## src/hw/sbc_map.svh

```systemverilog
/*
 Constants for the clear / write-nvm command handler: command codes,
 field positions, reset values and timing counts.
 Assumes inclusion by bare name from the package and the design.
*/
`ifndef SBC_MAP_SVH
`define SBC_MAP_SVH
// Command codes
`define SBC_CMD_CLEAR 4'h7
`define SBC_CMD_UNUSED8 4'h8
`define SBC_CMD_WRITE_NVM 4'h9
// Global device address
`define SBC_GLOBAL_ADDR 4'h0
// Data field positions
`define SBC_WA_HI 7
`define SBC_WA_LO 4
`define SBC_RD_HI 3
`define SBC_RD_LO 0
// Nibble index of the device address in the mirror array
`define SBC_ADDR_NIBBLE 4'h0
// Reset values
`define SBC_ADDR_RST 4'h0
`define SBC_RESP_RST 16'h0000
// Timing: bus switch open time (ns) and cycles at 10 ns
`define SBC_CLK_NS 10
`define SBC_BSOPEN_NS 1000
`define SBC_BSOPEN_CYC ((`SBC_BSOPEN_NS) / (`SBC_CLK_NS))
// Per-bit programming time (ns) and cycles
`define SBC_PROG_BIT_NS 2000
`define SBC_PROG_BIT_CYC ((`SBC_PROG_BIT_NS) / (`SBC_CLK_NS))
`endif

```

## src/hw/sbc_pkg.sv

```systemverilog
/*
 Types for the clear / write-nvm command handler.
 Assumes sbc_map.svh is on the include path.
*/
`include "sbc_map.svh"
package sbc_pkg;
   typedef enum logic [1:0] {SBC_FMT_STD_LONG, SBC_FMT_STD_SHORT, SBC_FMT_ENH_LONG,
      SBC_FMT_ENH_SHORT} sbc_fmt_t;
   typedef enum logic [1:0] {SBC_IDLE, SBC_PROG, SBC_CLEAR} sbc_state_t;
endpackage : sbc_pkg

```

## src/hw/sbc_cmd.sv

```systemverilog
/*
 Clear and write-nvm command execution for the sensor bus decoder.
 Assumes a frame decoder upstream delivers one-cycle frame_valid with
 code, address, data, format and a crc_ok flag, all synchronous to clk.
*/
// Behaviour
// [RULE1] Clear accepted in all four command formats.
// [RULE2] Code 0111 is clear; needs good frame and own or global address.
// [RULE3] Accepted clear opens bus switch in time and resets the logic.
// [RULE4] Clear data bits carry no meaning beyond the crc check.
// [RULE5] Clear never produces a response frame.
// [RULE6] Clear with foreign address is ignored.
// [RULE7] Code 1000 is ignored in every format.
// [RULE8] Write nvm only in long formats; short ones ignored.
// [RULE9] Write nvm ignored while own address is still global.
// [RULE10] Code 1001 decodes as write nvm.
// [RULE11] Upper data nibble is nibble address, lower nibble is data.
// [RULE12] Write nvm needs exact own address; global does not count.
// [RULE13] With programming enabled, data goes into the addressed otp nibble.
// [RULE14] Enabled response: address, nibble address, 11, bank, read-back.
// [RULE15] Disabled: mirror updated; response address, 0000, 1111, address.
// [RULE16] Response bank bits equal bank from last initialization.
// [RULE17] Master spaces frames for per-bit program time times bit count.
// [RULE18] Frames failing crc are discarded without action or response.
`timescale 1ns/1ps
`default_nettype none
`include "sbc_map.svh"
module sbc_cmd
   import sbc_pkg::*;
(
   // Clock and reset
   input wire logic clk,
   input wire logic rst_b,
   // Decoded frame
   input wire logic frame_valid,
   input wire logic crc_ok,
   input wire logic [3:0] cmd_code,
   input wire logic [3:0] cmd_addr,
   input wire logic [7:0] cmd_data,
   input wire sbc_fmt_t cmd_fmt,
   // Configuration from initialization
   input wire logic otp_program_enable,
   input wire logic [1:0] bank_select,
   input wire logic init_addr_load,
   input wire logic [3:0] init_addr,
   // Response path
   output logic resp_valid,
   output logic [15:0] resp_data,
   // Otp programming strobe
   output logic otp_wr,
   output logic [3:0] otp_wr_addr,
   output logic [3:0] otp_wr_data,
   // Clear effects
   output logic bus_switch_open,
   output logic logic_reset,
   output logic busy,
   // Current device address
   output logic [3:0] assigned_device_address
);

   // ********************************************************
   // Decode
   // ********************************************************
   localparam logic [15:0] BSOPEN_CYC = 16'(`SBC_BSOPEN_CYC);
   localparam logic [15:0] PROG_CYC = 16'(`SBC_PROG_BIT_CYC);

   // Count of ones in a nibble, used for program duration
   function automatic logic [2:0] ones4(input logic [3:0] n);
      ones4 = 3'(n[0]) + 3'(n[1]) + 3'(n[2]) + 3'(n[3]);
   endfunction : ones4

   logic [3:0] mirror_q [16];
   logic [3:0] mirror_d [16];
   sbc_state_t state_q;
   sbc_state_t state_d;
   logic [15:0] cnt_q;
   logic [15:0] cnt_d;
   logic [3:0] addr_q;
   logic resp_valid_q;
   logic [15:0] resp_q;
   logic otp_wr_q;
   logic [3:0] otp_a_q;
   logic [3:0] otp_dat_q;
   logic bsw_q;
   logic lrst_q;
   logic busy_q;

   wire logic [3:0] wa = cmd_data[`SBC_WA_HI:`SBC_WA_LO]; // [RULE11]
   wire logic [3:0] rd = cmd_data[`SBC_RD_HI:`SBC_RD_LO]; // [RULE11]
   wire logic good = frame_valid && crc_ok && (state_q == SBC_IDLE); // [RULE18]
   wire logic is_long = (cmd_fmt == SBC_FMT_STD_LONG) || (cmd_fmt == SBC_FMT_ENH_LONG);
   // Any format takes clear; data bits are not looked at
   wire logic clr_hit = good && (cmd_code == `SBC_CMD_CLEAR)
      && ((cmd_addr == addr_q) || (cmd_addr == `SBC_GLOBAL_ADDR)); // [RULE1] [RULE2] [RULE4] [RULE6]
   // Code 1000 matches neither decode, so it falls through untouched
   wire logic wr_hit = good && (cmd_code == `SBC_CMD_WRITE_NVM) && is_long
      && (addr_q != `SBC_GLOBAL_ADDR) && (cmd_addr == addr_q); // [RULE7] [RULE8] [RULE9] [RULE10] [RULE12]
   wire logic wr_otp = wr_hit && otp_program_enable; // [RULE13]
   wire logic wr_mir = wr_hit && !otp_program_enable; // [RULE15]
   wire logic [3:0] new_addr = (wr_mir && (wa == `SBC_ADDR_NIBBLE)) ? rd : addr_q;
   wire logic [15:0] resp_otp = {addr_q, wa, 2'b11, bank_select, rd}; // [RULE14] [RULE16]
   wire logic [15:0] resp_mir = {new_addr, 4'h0, 4'hf, new_addr}; // [RULE15]

   // ********************************************************
   // Next state
   // ********************************************************
   // Program time scales with programmed bits so the master can space frames
   always_comb
   begin
      state_d = state_q;
      cnt_d = cnt_q;
      for (int i = 0; i < 16; i++)
      begin
         mirror_d[i] = mirror_q[i];
      end
      // Initialization assigns the address; without it writes stay locked out
      if (init_addr_load)
      begin
         mirror_d[`SBC_ADDR_NIBBLE] = init_addr;
      end
      unique case (state_q)
         SBC_IDLE:
         begin
            if (clr_hit)
            begin
               state_d = SBC_CLEAR; // [RULE3]
               cnt_d = BSOPEN_CYC - 16'h0001;
            end
            else if (wr_hit)
            begin
               mirror_d[wa] = rd; // [RULE13] [RULE15]
               if (wr_otp && (rd != 4'h0))
               begin
                  state_d = SBC_PROG; // [RULE17]
                  cnt_d = 16'(PROG_CYC * 16'(ones4(rd)));
               end
            end
         end
         SBC_PROG:
         begin
            cnt_d = cnt_q - 16'h0001;
            if (cnt_q <= 16'h0001)
            begin
               state_d = SBC_IDLE;
            end
         end
         SBC_CLEAR:
         begin
            cnt_d = cnt_q - 16'h0001;
            if (cnt_q <= 16'h0001)
            begin
               state_d = SBC_IDLE;
               for (int i = 0; i < 16; i++)
               begin
                  mirror_d[i] = 4'h0;
               end
            end
         end
         default:
         begin
            state_d = SBC_IDLE;
         end
      endcase
   end

   // ********************************************************
   // Registers
   // ********************************************************
   // Control state and counters
   always_ff @(posedge clk or negedge rst_b)
   begin
      if (!rst_b)
      begin
         state_q <= SBC_IDLE;
         cnt_q <= 16'h0000;
         for (int i = 0; i < 16; i++)
         begin
            mirror_q[i] <= 4'h0;
         end
      end
      else
      begin
         state_q <= state_d;
         cnt_q <= cnt_d;
         mirror_q <= mirror_d;
      end
   end

   // Device address follows its mirror nibble
   assign addr_q = mirror_q[`SBC_ADDR_NIBBLE];

   // Response and strobes; clear never answers
   always_ff @(posedge clk or negedge rst_b)
   begin
      if (!rst_b)
      begin
         resp_valid_q <= 1'b0;
         resp_q <= `SBC_RESP_RST;
         otp_wr_q <= 1'b0;
         otp_a_q <= 4'h0;
         otp_dat_q <= 4'h0;
         bsw_q <= 1'b0;
         lrst_q <= 1'b0;
         busy_q <= 1'b0;
      end
      else
      begin
         resp_valid_q <= wr_hit; // [RULE5]
         if (wr_hit)
         begin
            resp_q <= wr_otp ? resp_otp : resp_mir; // [RULE14] [RULE15]
         end
         otp_wr_q <= wr_otp; // [RULE13]
         otp_a_q <= wr_otp ? wa : otp_a_q;
         otp_dat_q <= wr_otp ? rd : otp_dat_q;
         bsw_q <= clr_hit ? 1'b1 : bsw_q; // [RULE3]
         lrst_q <= clr_hit || (state_q == SBC_CLEAR && state_d == SBC_CLEAR); // [RULE3]
         busy_q <= (state_d != SBC_IDLE); // Registered copy of not-idle
      end
   end

   // Outputs
   assign resp_valid = resp_valid_q;
   assign resp_data = resp_q;
   assign otp_wr = otp_wr_q;
   assign otp_wr_addr = otp_a_q;
   assign otp_wr_data = otp_dat_q;
   assign bus_switch_open = bsw_q;
   assign logic_reset = lrst_q;
   assign busy = busy_q;
   assign assigned_device_address = addr_q;

   // ********************************************************
   // Checks
   // ********************************************************
   AST_CLEAR_OPENS: assert property (@(posedge clk) disable iff (!rst_b) // [RULE3]
      clr_hit |=> bus_switch_open && logic_reset)
      else $error("clear did not open switch");
   AST_CLEAR_SILENT: assert property (@(posedge clk) disable iff (!rst_b) // [RULE5]
      clr_hit |=> !resp_valid)
      else $error("clear produced a response");
   AST_CODE8_IGNORED: assert property (@(posedge clk) disable iff (!rst_b) // [RULE7]
      (frame_valid && cmd_code == `SBC_CMD_UNUSED8) |=> !resp_valid && !otp_wr)
      else $error("code 1000 acted");
   AST_SHORT_WR_IGNORED: assert property (@(posedge clk) disable iff (!rst_b) // [RULE8]
      (frame_valid && cmd_code == `SBC_CMD_WRITE_NVM && !is_long) |=> !resp_valid)
      else $error("short write answered");
   AST_GLOBAL_SELF: assert property (@(posedge clk) disable iff (!rst_b) // [RULE9]
      (frame_valid && addr_q == `SBC_GLOBAL_ADDR && cmd_code == `SBC_CMD_WRITE_NVM)
      |=> !resp_valid)
      else $error("write taken at global address");
   AST_BAD_CRC: assert property (@(posedge clk) disable iff (!rst_b) // [RULE18]
      (frame_valid && !crc_ok && state_q == SBC_IDLE) |=> !resp_valid && !otp_wr
      && (state_q == SBC_IDLE))
      else $error("bad crc frame acted");
   AST_OTP_RESP: assert property (@(posedge clk) disable iff (!rst_b) // [RULE14]
      wr_otp |=> resp_valid && resp_data[7:6] == 2'b11 && otp_wr
      && resp_data[5:4] == $past(bank_select) && resp_data[3:0] == otp_wr_data)
      else $error("otp response wrong");
   AST_MIR_RESP: assert property (@(posedge clk) disable iff (!rst_b) // [RULE15]
      wr_mir |=> resp_valid && resp_data[11:4] == 8'h0f
      && resp_data[15:12] == assigned_device_address && resp_data[3:0] == resp_data[15:12])
      else $error("mirror response wrong");
   AST_ADDR_MATCH: assert property (@(posedge clk) disable iff (!rst_b) // [RULE12]
      (good && cmd_code == `SBC_CMD_WRITE_NVM && cmd_addr != addr_q) |=> !resp_valid)
      else $error("foreign write answered");

endmodule : sbc_cmd
`default_nettype wire

```

## config.mk

```make
export PLATFORM = sky130hd
export DESIGN_NAME = sbc_cmd
export DESIGN_NICKNAME = d
export VERILOG_FILES = /design/src/hw/sbc_pkg.sv /design/src/hw/sbc_cmd.sv
export VERILOG_INCLUDE_DIRS = /design/src /design/src/hw
export SDC_FILE = /design/constraint.sdc
export NUM_CORES = 1
export LEC_CHECK = 0
export ABC_CLOCK_PERIOD_IN_PS = 3100
export BUFFER_PORTS_ARGS = -buffer_cell sky130_fd_sc_hd__buf_2
export CORE_MARGIN = 3
export CORE_UTILIZATION = 50
export CTS_BUF_LIST = sky130_fd_sc_hd__clkbuf_2 sky130_fd_sc_hd__clkbuf_4 sky130_fd_sc_hd__clkbuf_8
export CTS_CLUSTER_SIZE = 8
export DETAILED_ROUTE_END_ITERATION = 10
export MAX_ROUTING_LAYER = met4
export PLACE_DENSITY_LB_ADDON = 0.2
export SLEW_MARGIN = 20
export SYNTH_ARGS = -nofsm -noshare
export SYNTH_HDL_FRONTEND = slang
export SYNTH_SLANG_ARGS = --single-unit
```

## constraint.sdc

```tcl
create_clock -name clk -period 3.1 [get_ports clk]
set_clock_uncertainty 0.1 [all_clocks]
set_input_delay 0.31 -clock clk [delete_from_list [all_inputs] [get_ports clk]]
set_output_delay 0.31 -clock clk [all_outputs]
set_load 0.02 [all_outputs]
```

After elaboration in Yosys (flattened, before gate mapping)
Cells that the tools add are included.
{"block": "op_classes", "bitwise_logic": 1, "eq_ne": 12, "reduce_logical": 30, "n_mux": 19, "magnitude_cmp": 3, "n_addsub": 4, "mul": 1}
{"cell": "64-bit two-way mux", "count": 3}
{"cell": "64-bit one-hot mux with 2 select lines", "count": 1}
{"cell": "64-bit bitwise mux", "count": 1}
{"cell": "16-bit two-way mux", "count": 4}
{"cell": "16-bit one-hot mux with 2 select lines", "count": 1}
{"cell": "4-bit demux with 4-bit select", "count": 1}
{"cell": "16-bit by 1-bit less-or-equal comparator with 1-bit output (second input constant)", "count": 1}
{"cell": "16-bit by 1-bit subtractor with 16-bit output (second input constant)", "count": 1}
{"cell": "1-bit logical AND", "count": 14}
{"cell": "4-bit two-way mux", "count": 3}
{"cell": "4-bit logical NOT", "count": 2}
{"cell": "5-bit by 3-bit multiplier with 8-bit output (first input constant)", "count": 1}
{"cell": "2-bit two-way mux", "count": 4}
{"cell": "4-bit nonzero test", "count": 2}
{"cell": "2-bit equality test (second input constant)", "count": 3}
{"cell": "2-bit inequality test (second input constant)", "count": 3}
{"cell": "2-bit nonzero test", "count": 3}
{"cell": "5-bit greater-or-equal comparator (second input constant)", "count": 1}
{"cell": "5-bit by 1-bit less-than comparator with 1-bit output (second input constant)", "count": 1}
{"cell": "4-bit NOT with 5-bit output", "count": 1}
{"cell": "4-bit by 3-bit equality test with 1-bit output (second input constant)", "count": 1}
{"cell": "4-bit equality test", "count": 1}
{"cell": "4-bit equality test (second input constant)", "count": 1}
{"cell": "2-bit logical NOT", "count": 2}
{"cell": "other kinds (12)", "count": 14}
{"block": "totals", "register_bits": 111, "input_bits": 30, "elab_cells": 96}

Longest topological paths before layout
Gate-level depths: netlist of the first run.
{"block": "logic_depth", "ltp_word": 15, "ltp_mapped": 9}

Worst setup path before layout of the first run
Ideal clock, no wire load.
{"block": "synth_timing", "kind": "flip-flop to flip-flop", "from": "register mirror_q, in the netlist assigned_device_address[0]", "to": "register otp_a_q[0] (netlist: otp_wr_addr[0])", "path_stages_with_launch": 6, "path_slack_ns": 0.936, "arrival_time_ns": 1.939, "n_path_buf": 1, "cell_sequence": "dfrtp_1 -> xor2_1 -> nor4_4 -> and4_1 -> buf_2 -> mux2_2"}
{"block": "synth_via", "elab_chain_cells": 4}
{"item": "start: declaration", "line_no": "sbc_cmd.sv:72", "rtl": "logic [3:0] mirror_q [16];"}
{"item": "start signal: assignment", "line_no": "sbc_cmd.sv:185", "rtl": "mirror_q <= mirror_d;"}
{"item": "4-bit nonzero test (no line)"}
{"item": "1-bit logical AND", "line_no": "sbc_cmd.sv:96", "rtl": "wire logic wr_hit = good && (cmd_code == `SBC_CMD_WRITE_NVM) && is_long"}
{"item": "1-bit logical AND *", "line_no": "sbc_cmd.sv:96"}
{"item": "1-bit logical AND *", "line_no": "sbc_cmd.sv:98", "rtl": "wire logic wr_otp = wr_hit && otp_program_enable;"}
{"item": "end signal: assignment", "line_no": "sbc_cmd.sv:214", "rtl": "otp_a_q <= wr_otp ? wa : otp_a_q;"}
{"item": "end: declaration", "line_no": "sbc_cmd.sv:82", "rtl": "logic [3:0] otp_a_q;"}
Mark *: on every way between the ends. The rest lies on a longest branch, timed or not.
A chain may end at the register's enable or synchronous reset.

Worst setup path after layout of the first run
{"block": "layout_timing", "from": "register state_q[0]", "to": "register cnt_q[1]"}
{"block": "layout_via", "elab_chain_cells": 10}
{"item": "start: declaration", "line_no": "sbc_cmd.sv:74", "rtl": "sbc_state_t state_q;"}
{"item": "start signal: assignment", "line_no": "sbc_cmd.sv:183", "rtl": "state_q <= state_d;"}
{"item": "2-bit logical NOT", "line_no": "sbc_cmd.sv:90, sbc_cmd.sv:121"}
{"item": "1-bit logical AND", "line_no": "sbc_cmd.sv:90", "rtl": "wire logic good = frame_valid && crc_ok && (state_q == SBC_IDLE);"}
{"item": "1-bit logical AND (4 in a row)", "line_no": "sbc_cmd.sv:96"}
{"item": "1-bit logical AND", "line_no": "sbc_cmd.sv:98"}
{"item": "1-bit logical AND", "line_no": "sbc_cmd.sv:132", "rtl": "if (wr_otp && (rd != 4'h0))"}
{"item": "3-bit by 2-bit inequality test with 1-bit output (no line)"}
{"item": "3-bit AND reduction (no line)"}
{"item": "end signal: assignment", "line_no": "sbc_cmd.sv:184", "rtl": "cnt_q <= cnt_d;"}
{"item": "end: declaration", "line_no": "sbc_cmd.sv:76", "rtl": "logic [15:0] cnt_q;"}
Several ways; a longest one is shown, not always the timed one.

==> metrics.cfg, run 1 <==
[routing]
drtAntennaViolNets=0
vias=2460
dr.pass1.iters=4
drc_errors=0
totalWireLength_um=6790
routedWlPerCell_um=16.2
vias_per_cell=5.86
drtIter0Drc=112

[placement]
place_congestion=0.914
port_buffers=61
place_inst=411
place_hpwl_um=5020

[timing]
min_period_over_period_pct=81.9
maxSlewHeadroom_pct=53.5
worst_pin_slew_ps=698
rsz0062_at_grt=false
tns_ps=0
fin_crit_ps=2540
hold_violations=0
final-setup-viol-count=0
max_freq_mhz=394
drv_slew=0

[worst_setup_path]
cp-end-kind=flip-flop
r2r_cells=8
r2r-start=state_q[0]$_DFF_PN0_
critPathKind=flip-flop to flip-flop
path_max_fanout=14
start_kind=flip-flop
r2r_slack_ps=560
cp.arrival_ps=2670
required_ps=3230
timing.rr.end=cnt_q[1]$_DFFE_PN0P_

[worst_hold_path]
holdPathStages=3
worst_hold_path_type=primary input to flip-flop
hold_end=resp_data[4]$_DFFE_PN0N_
hold_path_startpoint=bank_select[0]

[die]
num_io_pins=63
die-area_um2=6870
die_w_um=82.9
num_rows=27
die_y_um=82.9
start_util_pct=52.7
core_um2=5610

[yosys]
synthesis.nets=327
synth_cell_type_count=59
synth_area_um2=2950
syn_inst=285
synth_seq_cells=50
synth_top_area_share_pct=42.4
async_flop_share_pct=100
avgSynthCellArea_um2=10.4
synth_area_leaders=dfrtp_1 42%, mux2_2 5.0%, mux2i_1 4.7%
yosysWarnings=0
synth_edf_count=0
synth-seq-area-share_pct=42.4
yosys.area.top_type=dfrtp_1
synth-main-ff-cell=dfrtp_1

[final_layout]
final_util_pct=61.6
post_layout_nonfiller_instances=420
final_cell_mix=61 x buf_2, 50 x dfrtp_1, 21 x o21ai_0
fillers=477
layout.nets=389
drive_above_1_share_pct=29.6
final_common_cell=buf_2
syn_to_final_growth_pct=16.9
n_antenna_cell=0

[pwr]
p_per_area_nw_per_um2=635
power.static_leakage_nw=1.69
ir_drop_uv=381

[outcome]
outcome=finished clean

[cts]
cts_tree=built
clk_latency_ps=310
cts_sinks=50
clk_pin_slew_worst_paths_ps=90
cts_buffers=5
cts-resized-gates=0
root_buffer=clkbuf_8
htreeDepth=2
post_cts_buffers=0
cts.path.max_buffers=2
postCtsHoldBufs=1

[flow_run]
max_cap_viol_count=0

[global_route]
grt_antenna_before_repair=0
grt-ovfl-total=0
grt_pass1_vias=2316
grt_first_pass_wirelength_um=11700
grt_use_total_pct=21.3
grt_max_degree=30

## worst max path at each step
stage,startpoint,end,slack (ps),cells past startpoint
floorplan,assigned_device_address[0]$_DFF_PN0_,otp_wr_addr[0]$_DFFE_PN0P_,940,5
global placement,state_q[0]$_DFF_PN0_,cnt_q[1]$_DFFE_PN0P_,620,8
detailed placement,state_q[0]$_DFF_PN0_,cnt_q[1]$_DFFE_PN0P_,590,8
CTS,state_q[0]$_DFF_PN0_,cnt_q[1]$_DFFE_PN0P_,570,8
global route,state_q[0]$_DFF_PN0_,cnt_q[1]$_DFFE_PN0P_,310,8
finish,state_q[0]$_DFF_PN0_,cnt_q[1]$_DFFE_PN0P_,560,8
## worst max-delay path, stage by stage (launching register included)
cell	delay [ps]
dfrtp_1	410
inv_1	120
ha_1	300
nand4_1	230
nor3_1	380
o21ai_2	300
a21oi_1	210
buf_4	220
mux2i_1	190
## kinds of logic (layout without fill, tap and decap cells)
group / Yosys count / in the layout / share of synthesized area (%)
compound gates: 86 / 86 / 21.8
simple gates: 76 / 76 / 14.4
flops: 50 / 50 / 42.4
buf+inv: 30 / 93 / 4.70
mux: 27 / 27 / 9.70
fa+ha+maj: 12 / 12 / 5.85
xor+xnor: 4 / 4 / 1.19
## cell usage after synthesis (4+ instances only)
cell type	count
o211ai_1	6
a31oi_1	4
nand2_1	20
ha_1	9
o2bb2ai_1	7
nand4_1	5
a21oi_1	11
o31ai_1	6
nand3_1	9
o21ai_0	21
nor2_1	13
mux2i_1	14
nand2b_1	4
a22o_1	7
buf_4	4
nor4_1	6
clkbuf_1	7
inv_1	13
xor2_1	4
mux2_2	13
dfrtp_1	50
## per-layer routing
| layer | up-vias | GRT usage, % | wire length (µm) |
|---|---|---|---|
| li1 | 1192 | - | - |
| met1 | 1171 | 29.2 | 3120 |
| met2 | 89 | 32.8 | 3180 |
| met3 | 8 | 3.47 | 405 |
| met4 | 0 | 5.79 | 84 |
| met5 | - | - | 0 |
## sequential cells by signal, indices dropped and copies added (netlist names)
register	count
resp_valid	1
state_q	2
otp_wr_addr	4
cnt_q	16
logic_reset	1
busy	1
otp_wr_data	4
otp_wr	1
bus_switch_open	1
assigned_device_address	4
resp_data	15
## power by group
part | switching (mW) | leakage (nW) | total (mW) | internal (mW)
logic | 0.503 | 0.955 | 0.847 | 0.344
registers | 0.124 | 0.675 | 0.875 | 0.751
clock network | 0.222 | 0.0548 | 0.472 | 0.250
total | 0.849 | 1.69 | 2.19 | 1.34
## cell type report
type	count	area, µm²	share of cell area [%]
tap	72	90.1	2.61
timing repair buffer	71	383	11.1
clock inverter	2	37.5	1.09
sequential	50	1250	36.2
inverter	14	52.6	1.52
multi-input combinational	205	1560	45.3
clock buffer	6	76.3	2.21
## metrics by stage
stage	power [mW]	hold WS (ps)	worst slack (ps)	instance area [µm²]
floorplan	1.45	-85.6	936	2950
global placement	1.71	269	619	3330
detailed placement	1.72	272	588	3330
CTS	2.20	132	568	3450
global route	2.34	146	313	3450
finish	2.19	140	562	3450
(Power assumes the default switching activity.)
==> inputs of run 2 (changes only) <==
--- a/config.mk
+++ b/config.mk
@@ -6,7 +6,7 @@
 export SDC_FILE = /design/constraint.sdc
 export NUM_CORES = 1
 export LEC_CHECK = 0
-export ABC_CLOCK_PERIOD_IN_PS = 3100
+export ABC_CLOCK_PERIOD_IN_PS = 2650
 export BUFFER_PORTS_ARGS = -buffer_cell sky130_fd_sc_hd__buf_2
 export CORE_MARGIN = 3
 export CORE_UTILIZATION = 50
==> constraint.sdc (replaced) <==
create_clock -name clk -period 2.65 [get_ports clk]
set_clock_uncertainty 0.1 [all_clocks]
set_input_delay 0.265 -clock clk [delete_from_list [all_inputs] [get_ports clk]]
set_output_delay 0.265 -clock clk [all_outputs]
set_load 0.02 [all_outputs]
==> run 2 against run 1 <==
  * Sequential power grew 17%
  * Cell count grew 0.95%
  * Setup slack lost 370 ps
  * Cell area grew 1.6%
  * Maximum frequency grew 3.3%
  * Global-route usage shrank 0.39 points
  * Critical path type unchanged
  * Utilization grew 0.96 points
  * Via count grew 0.81%
  * First-iteration DRC count grew 13%
  * Critical path depth is the same
  * Critical endpoint unchanged
  * Clock-buffer cell count is the same
  * Non-clock buffer count grew 4
==> metrics.cfg, run 2 (synthesis gave the netlist of run 1 again) <==
[outcome]
outcome=finished clean

[worst_setup_path]
crit_path_max_incr_delay_ps=420  ; about the same
crit_slowest_cell=dfrtp_1
cp_cell_sequence=inv_1 > ha_1 > nand4_1 > nor3_2 > o21ai_2 > a21oi_1 > buf_4 > mux2i_1
required_ps=2780  ; -450 ps
cp.arrival_ps=2580  ; -90 ps
critPathKind=flip-flop to flip-flop
cp-end-kind=flip-flop
r2r_slack_ps=190  ; -370 ps
path_max_fanout=11  ; -3
start_kind=flip-flop

[final_layout]
n_antenna_cell=0  ; unchanged
layout.nets=393  ; +1.0%
syn_to_final_growth_pct=18.8
drive_above_1_share_pct=30.7  ; +1.1 points
final_cell_mix=61 x buf_2, 50 x dfrtp_1, 21 x o21ai_0
top_register=cnt_q
fillers=494  ; +3.6%
final_common_cell=buf_2
largest_reg_flops=16  ; unchanged

[pwr]
ir_drop_uv=415  ; +9.0%
power.static_leakage_nw=1.71  ; +1.5%
p_per_area_nw_per_um2=730  ; +15%

[timing]
whs_ps=98.7  ; -41.0 ps
fin_crit_ps=2460  ; -80.9 ps
hold_violations=0  ; unchanged
maxSlewHeadroom_pct=58.1  ; +4.6 points
rsz0062_at_grt=false
final-setup-viol-count=0  ; unchanged
worst_pin_slew_ps=623  ; -74.3 ps
max_freq_mhz=407  ; +3.3%
min_period_over_period_pct=92.7  ; +11 points
drv_slew=0  ; unchanged
tns_ps=0  ; unchanged

[cts]
cts_sinks=50  ; unchanged
clk_latency_ps=300  ; about the same
clk_pin_slew_worst_paths_ps=90  ; about the same
cts.path.max_buffers=2  ; unchanged
htreeDepth=2  ; unchanged
root_buffer=clkbuf_8
cts_tree=built
cts_buffers=5  ; unchanged

[die]
die_w_um=82.9  ; unchanged
num_io_pins=63  ; unchanged
start_util_pct=52.7  ; unchanged
core_um2=5610  ; unchanged
die-area_um2=6870  ; unchanged
die_y_um=82.9  ; unchanged
num_rows=27  ; unchanged

[placement]
port_buffers=61  ; unchanged
place_hpwl_um=5060  ; +0.87%
place_congestion=0.863  ; -5.6%

[routing]
vias_per_cell=5.85  ; -0.14%
drc_errors=0  ; unchanged
vias=2480  ; +0.81%
totalWireLength_um=6770  ; -0.27%
drtAntennaViolNets=0  ; unchanged
routedWlPerCell_um=16.0  ; -1.2%
drtIter0Drc=126  ; +13%
dr.pass1.iters=4  ; unchanged

[worst_hold_path]
worst_hold_path_type=primary input to flip-flop

[global_route]
grt_use_total_pct=20.9  ; -0.39 points
grt_max_degree=33  ; +10%
grt_antenna_before_repair=0  ; unchanged
grt_pass1_vias=2419  ; +4.4%
grt_first_pass_wirelength_um=11700  ; -0.41%
grt-ovfl-total=0  ; unchanged

[flow_run]
max_cap_viol_count=0  ; unchanged

-- run 2: changes by cell type in the layout (fill, tap and decap cells not counted), sizes merged --
cell	change
buf	+4
-- run 2: final timing paths --
kind / start / end / depth (start not counted)
min reg2reg: bus_switch_open$_DFFE_PN0P_ / bus_switch_open$_DFFE_PN0P_ / 1
min: bank_select[0] / resp_data[4]$_DFFE_PN0N_ / 3
max: state_q[0]$_DFF_PN0_ / cnt_q[1]$_DFFE_PN0P_ / 8
min in group asynchronous: rst_b / resp_valid$_DFF_PN0_ / 2
max in group asynchronous: rst_b / cnt_q[15]$_DFFE_PN0P_ / 3
max reg2reg: state_q[0]$_DFF_PN0_ / cnt_q[1]$_DFFE_PN0P_ / 8
-- run 2: metal layers --
metal | wire [µm] | up-vias | global-route usage (%)
met5 | 0 | - | -
met1 | 3140 | 1172 | 27.4
li1 | - | 1202 | -
met3 | 492 | 11 | 4.66
met4 | 99 | 0 | 6.39
met2 | 3040 | 95 | 32.4
-- run 2: critical path, delay by kind of cell (launching register included) --
family                   cells  cell delay [ps]
multiplexers                 1              190
adder cells (fa/ha/maj)      1              280
AND/OR/NAND/NOR              2              600
buffers and inverters        2              330
flip-flops                   1              420
AO/OA/AOI/OAI                2              450
-- run 2: through the flow --
stage | power (mW) | cell area (µm²) | setup WS [ps] | util, % | instances
2_1_floorplan | 1.69 | 2950 | 486 | - | 285
3_3_place_gp | 2.00 | 3370 | 224 | 60.2 | 415
3_5_place_dp | 2.02 | 3370 | 151 | 60.2 | 415
4_1_cts | 2.58 | 3500 | 134 | 62.4 | 424
5_1_grt | 2.74 | 3510 | 5.01 | 62.6 | 424
6_report | 2.56 | 3510 | 193 | 62.6 | 424
-- run 2: repair_timing --
| action | 4_1_cts | 5_1_grt |
|---|---|---|
| endpoints found under the hold margin | 18 | 0 |
| buffers inserted | 0 | 0 |
| hold buffers | 1 | 0 |
| gates resized for setup | 0 | 2 |
| setup endpoints to repair | 0 | 13 |
-- run 2: final cells by class --
cell class	instances	area, µm²	area share [%]
well taps	72	90.1	2.57
clock buffers	6	76.3	2.18
flip-flops and latches	50	1250	35.7
repair buffers	75	425	12.1
multi-input cells	205	1580	44.9
clock inverters	2	37.5	1.07
inverters	14	52.6	1.50
-- run 2: report_power, final --
group	leakage, nW	internal, mW	switching (mW)
combinational	0.980	0.403	0.591
clock	0.0548	0.292	0.252
sequential	0.675	0.879	0.145
total	1.71	1.57	0.988
==> inputs of run 3 (changes only) <==
--- a/config.mk
+++ b/config.mk
@@ -6,7 +6,7 @@
 export SDC_FILE = /design/constraint.sdc
 export NUM_CORES = 1
 export LEC_CHECK = 0
-export ABC_CLOCK_PERIOD_IN_PS = 2650
+export ABC_CLOCK_PERIOD_IN_PS = 2600
 export BUFFER_PORTS_ARGS = -buffer_cell sky130_fd_sc_hd__buf_2
 export CORE_MARGIN = 3
 export CORE_UTILIZATION = 50
==> constraint.sdc (replaced) <==
create_clock -name clk -period 2.6 [get_ports clk]
set_clock_uncertainty 0.1 [all_clocks]
set_input_delay 0.26 -clock clk [delete_from_list [all_inputs] [get_ports clk]]
set_output_delay 0.26 -clock clk [all_outputs]
set_load 0.02 [all_outputs]
==> run 3 against run 2 <==
  * Maximum frequency rose by 3.9%
  * Register-to-register slack improved by 40 ps
  * Critical path type unchanged
  * Critical endpoint unchanged
  * Sequential cell count unchanged
  * Global-route usage is 0.83 points higher
  * Utilization up 0.36 points
  * Routed wire length increased by 1.2%
==> metrics.cfg, run 3 (synthesis gave the netlist of run 1 again) <==
[die]
core_um2=5610  ; unchanged
die-area_um2=6870  ; unchanged
die_y_um=82.9  ; unchanged
num_io_pins=63  ; unchanged
start_util_pct=52.7  ; unchanged
die_w_um=82.9  ; unchanged
num_rows=27  ; unchanged

[global_route]
grt_max_degree=51  ; +55%
grt_use_total_pct=21.7  ; +0.83 points
grt-ovfl-total=0  ; unchanged
grt_pass1_vias=2527  ; +4.5%
grt_first_pass_wirelength_um=12200  ; +4.4%
grt_antenna_before_repair=0  ; unchanged

[final_layout]
final_util_pct=62.9  ; +0.36 points
largest_reg_flops=16  ; unchanged
n_antenna_cell=0  ; unchanged
multi_input_area_um2=1580  ; unchanged
final_common_cell=buf_2
final_cell_mix=61 x buf_2, 50 x dfrtp_1, 21 x o21ai_0
seq_area_um2=1250  ; unchanged
top_register=cnt_q
post_layout_nonfiller_instances=425  ; +0.24%
drive_above_1_share_pct=30.9  ; +0.20 points
syn_to_final_growth_pct=19.4
design_area_um2=3530  ; +0.57%
layout.nets=394  ; +0.25%
fillers=489  ; -1.0%

[routing]
drtIter0Drc=161  ; +28%
dr.pass1.iters=4  ; unchanged
wl_met1_um=3120  ; -0.54%
routed.top_layer=met4
wl_met3_um=379  ; -23%
drc_errors=0  ; unchanged
totalWireLength_um=6850  ; +1.2%
met2_length_um=3260  ; +7.4%
drtAntennaViolNets=0  ; unchanged
vias_per_cell=5.91  ; +1.1%
vias=2512  ; +1.3%
routedWlPerCell_um=16.1  ; +0.94%

[timing]
maxSlewHeadroom_pct=59.3  ; +1.2 points
drv_slew=0  ; unchanged
max_freq_mhz=423  ; +3.9%
rsz0062_at_grt=false
worst_pin_slew_ps=605  ; -18.0 ps
fin_crit_ps=2360  ; -92.5 ps
tns_ps=0  ; unchanged
worst_slack_ps=235  ; +42.5 ps
hold_violations=0  ; unchanged
final-setup-viol-count=0  ; unchanged
whs_ps=89.9  ; -8.83 ps
min_period_over_period_pct=90.9  ; -1.8 points

[cts]
clk_pin_slew_worst_paths_ps=90  ; about the same
cts_sinks=50  ; unchanged
cts_buffers=5  ; unchanged
cts.path.max_buffers=2  ; unchanged
root_buffer=clkbuf_8
cts_tree=built
htreeDepth=2  ; unchanged
clk_latency_ps=310  ; about the same

[outcome]
outcome=finished clean

[pwr]
switching_share_pct=38.9  ; +0.35 points
ir_drop_uv=529  ; +28%
pwr-share-seq_pct=39.6  ; -0.4 points
power.switching_mw=1.03  ; +3.9%
pwr-share-clk_pct=21.5  ; +0.3 points
power_mw=2.64  ; +2.9%
power.static_leakage_nw=1.72  ; +0.52%
p_per_area_nw_per_um2=748  ; +2.4%
p_int_mw=1.61  ; +2.4%
comb_power_share_pct=39.0  ; +0.2 points

[worst_hold_path]
hold_end=resp_data[5]$_DFFE_PN0N_
holdPathStages=3  ; unchanged
hold_path_startpoint=bank_select[1]
worst_hold_path_type=primary input to flip-flop

[placement]
place_congestion=0.898  ; +4.1%
place_inst=416  ; +0.24%
place_hpwl_um=5060  ; about the same
dpl-instance-area_um2=3390  ; +0.59%
dpl_worst_slack_ps=233  ; +81.4 ps
port_buffers=61  ; unchanged

[worst_setup_path]
r2r_cells=8  ; unchanged
r2r_slack_ps=240  ; +40 ps
required_ps=2730  ; -50 ps
path_max_fanout=11  ; unchanged
start_kind=flip-flop
cp.arrival_ps=2490  ; -90 ps
r2r-start=state_q[0]$_DFF_PN0_
cp-end-kind=flip-flop
critPathKind=flip-flop to flip-flop
timing.rr.end=cnt_q[1]$_DFFE_PN0P_

[flow_run]
max_cap_viol_count=0  ; unchanged

## run 3: cell types whose count changed in the layout (fill, tap and decap cells not counted), sizes merged
cell  previous run  this run
buf             74        75
## run 3: power by group through the flow
stage	sequential, mW	combinational (mW)	clock, mW
after floorplan	1.07	0.655	0
after global routing	1.07	1.15	0.607
final	1.04	1.03	0.566
after detailed placement	1.06	1.02	0
after global placement	1.05	0.996	0
after CTS	1.04	1.02	0.578
## run 3: how the worst max path moves through the flow
stage	start	to	slack, ps	cells after the start
after floorplan	assigned_device_address[0]$_DFF_PN0_	otp_wr_addr[0]$_DFFE_PN0P_	440	5
after global placement	state_q[0]$_DFF_PN0_	cnt_q[1]$_DFFE_PN0P_	260	8
after detailed placement	state_q[0]$_DFF_PN0_	cnt_q[1]$_DFFE_PN0P_	230	8
after CTS	state_q[0]$_DFF_PN0_	cnt_q[1]$_DFFE_PN0P_	220	8
after global routing	state_q[0]$_DFF_PN0_	cnt_q[1]$_DFFE_PN0P_	40	8
final	state_q[0]$_DFF_PN0_	cnt_q[1]$_DFFE_PN0P_	240	8
## run 3: area by class of cell
class | instances | area share [%]
Clock buffer | 6 | 2.16
Multi-Input combinational cell | 205 | 44.6
Inverter | 14 | 1.49
Clock inverter | 2 | 1.06
Tap cell | 72 | 2.55
Sequential cell | 50 | 35.5
Timing Repair Buffer | 76 | 12.6
## run 3: per-layer routing
metal / vias up / GRT usage (%)
met5: - / -
met4: 0 / 6.54
met3: 10 / 3.57
met2: 74 / 34.2
met1: 1227 / 28.9
li1: 1201 / -
## run 3: worst max-delay path: stages (launching register included)
cell and delay, ps:
dfrtp_1 410, inv_1 120, ha_1 210, nand4_1 250, nor3b_4 380, a31oi_4 200, a21oi_1 200, buf_4 210
mux2i_1 200
## run 3: timing repair
item / in CTS / in global routing
buffers inserted: 0 / 0
endpoints found under the setup margin: 0 / 1
resized for setup: 0 / 2
hold buffers: 1 / 0
hold endpoints to repair: 50 / 0
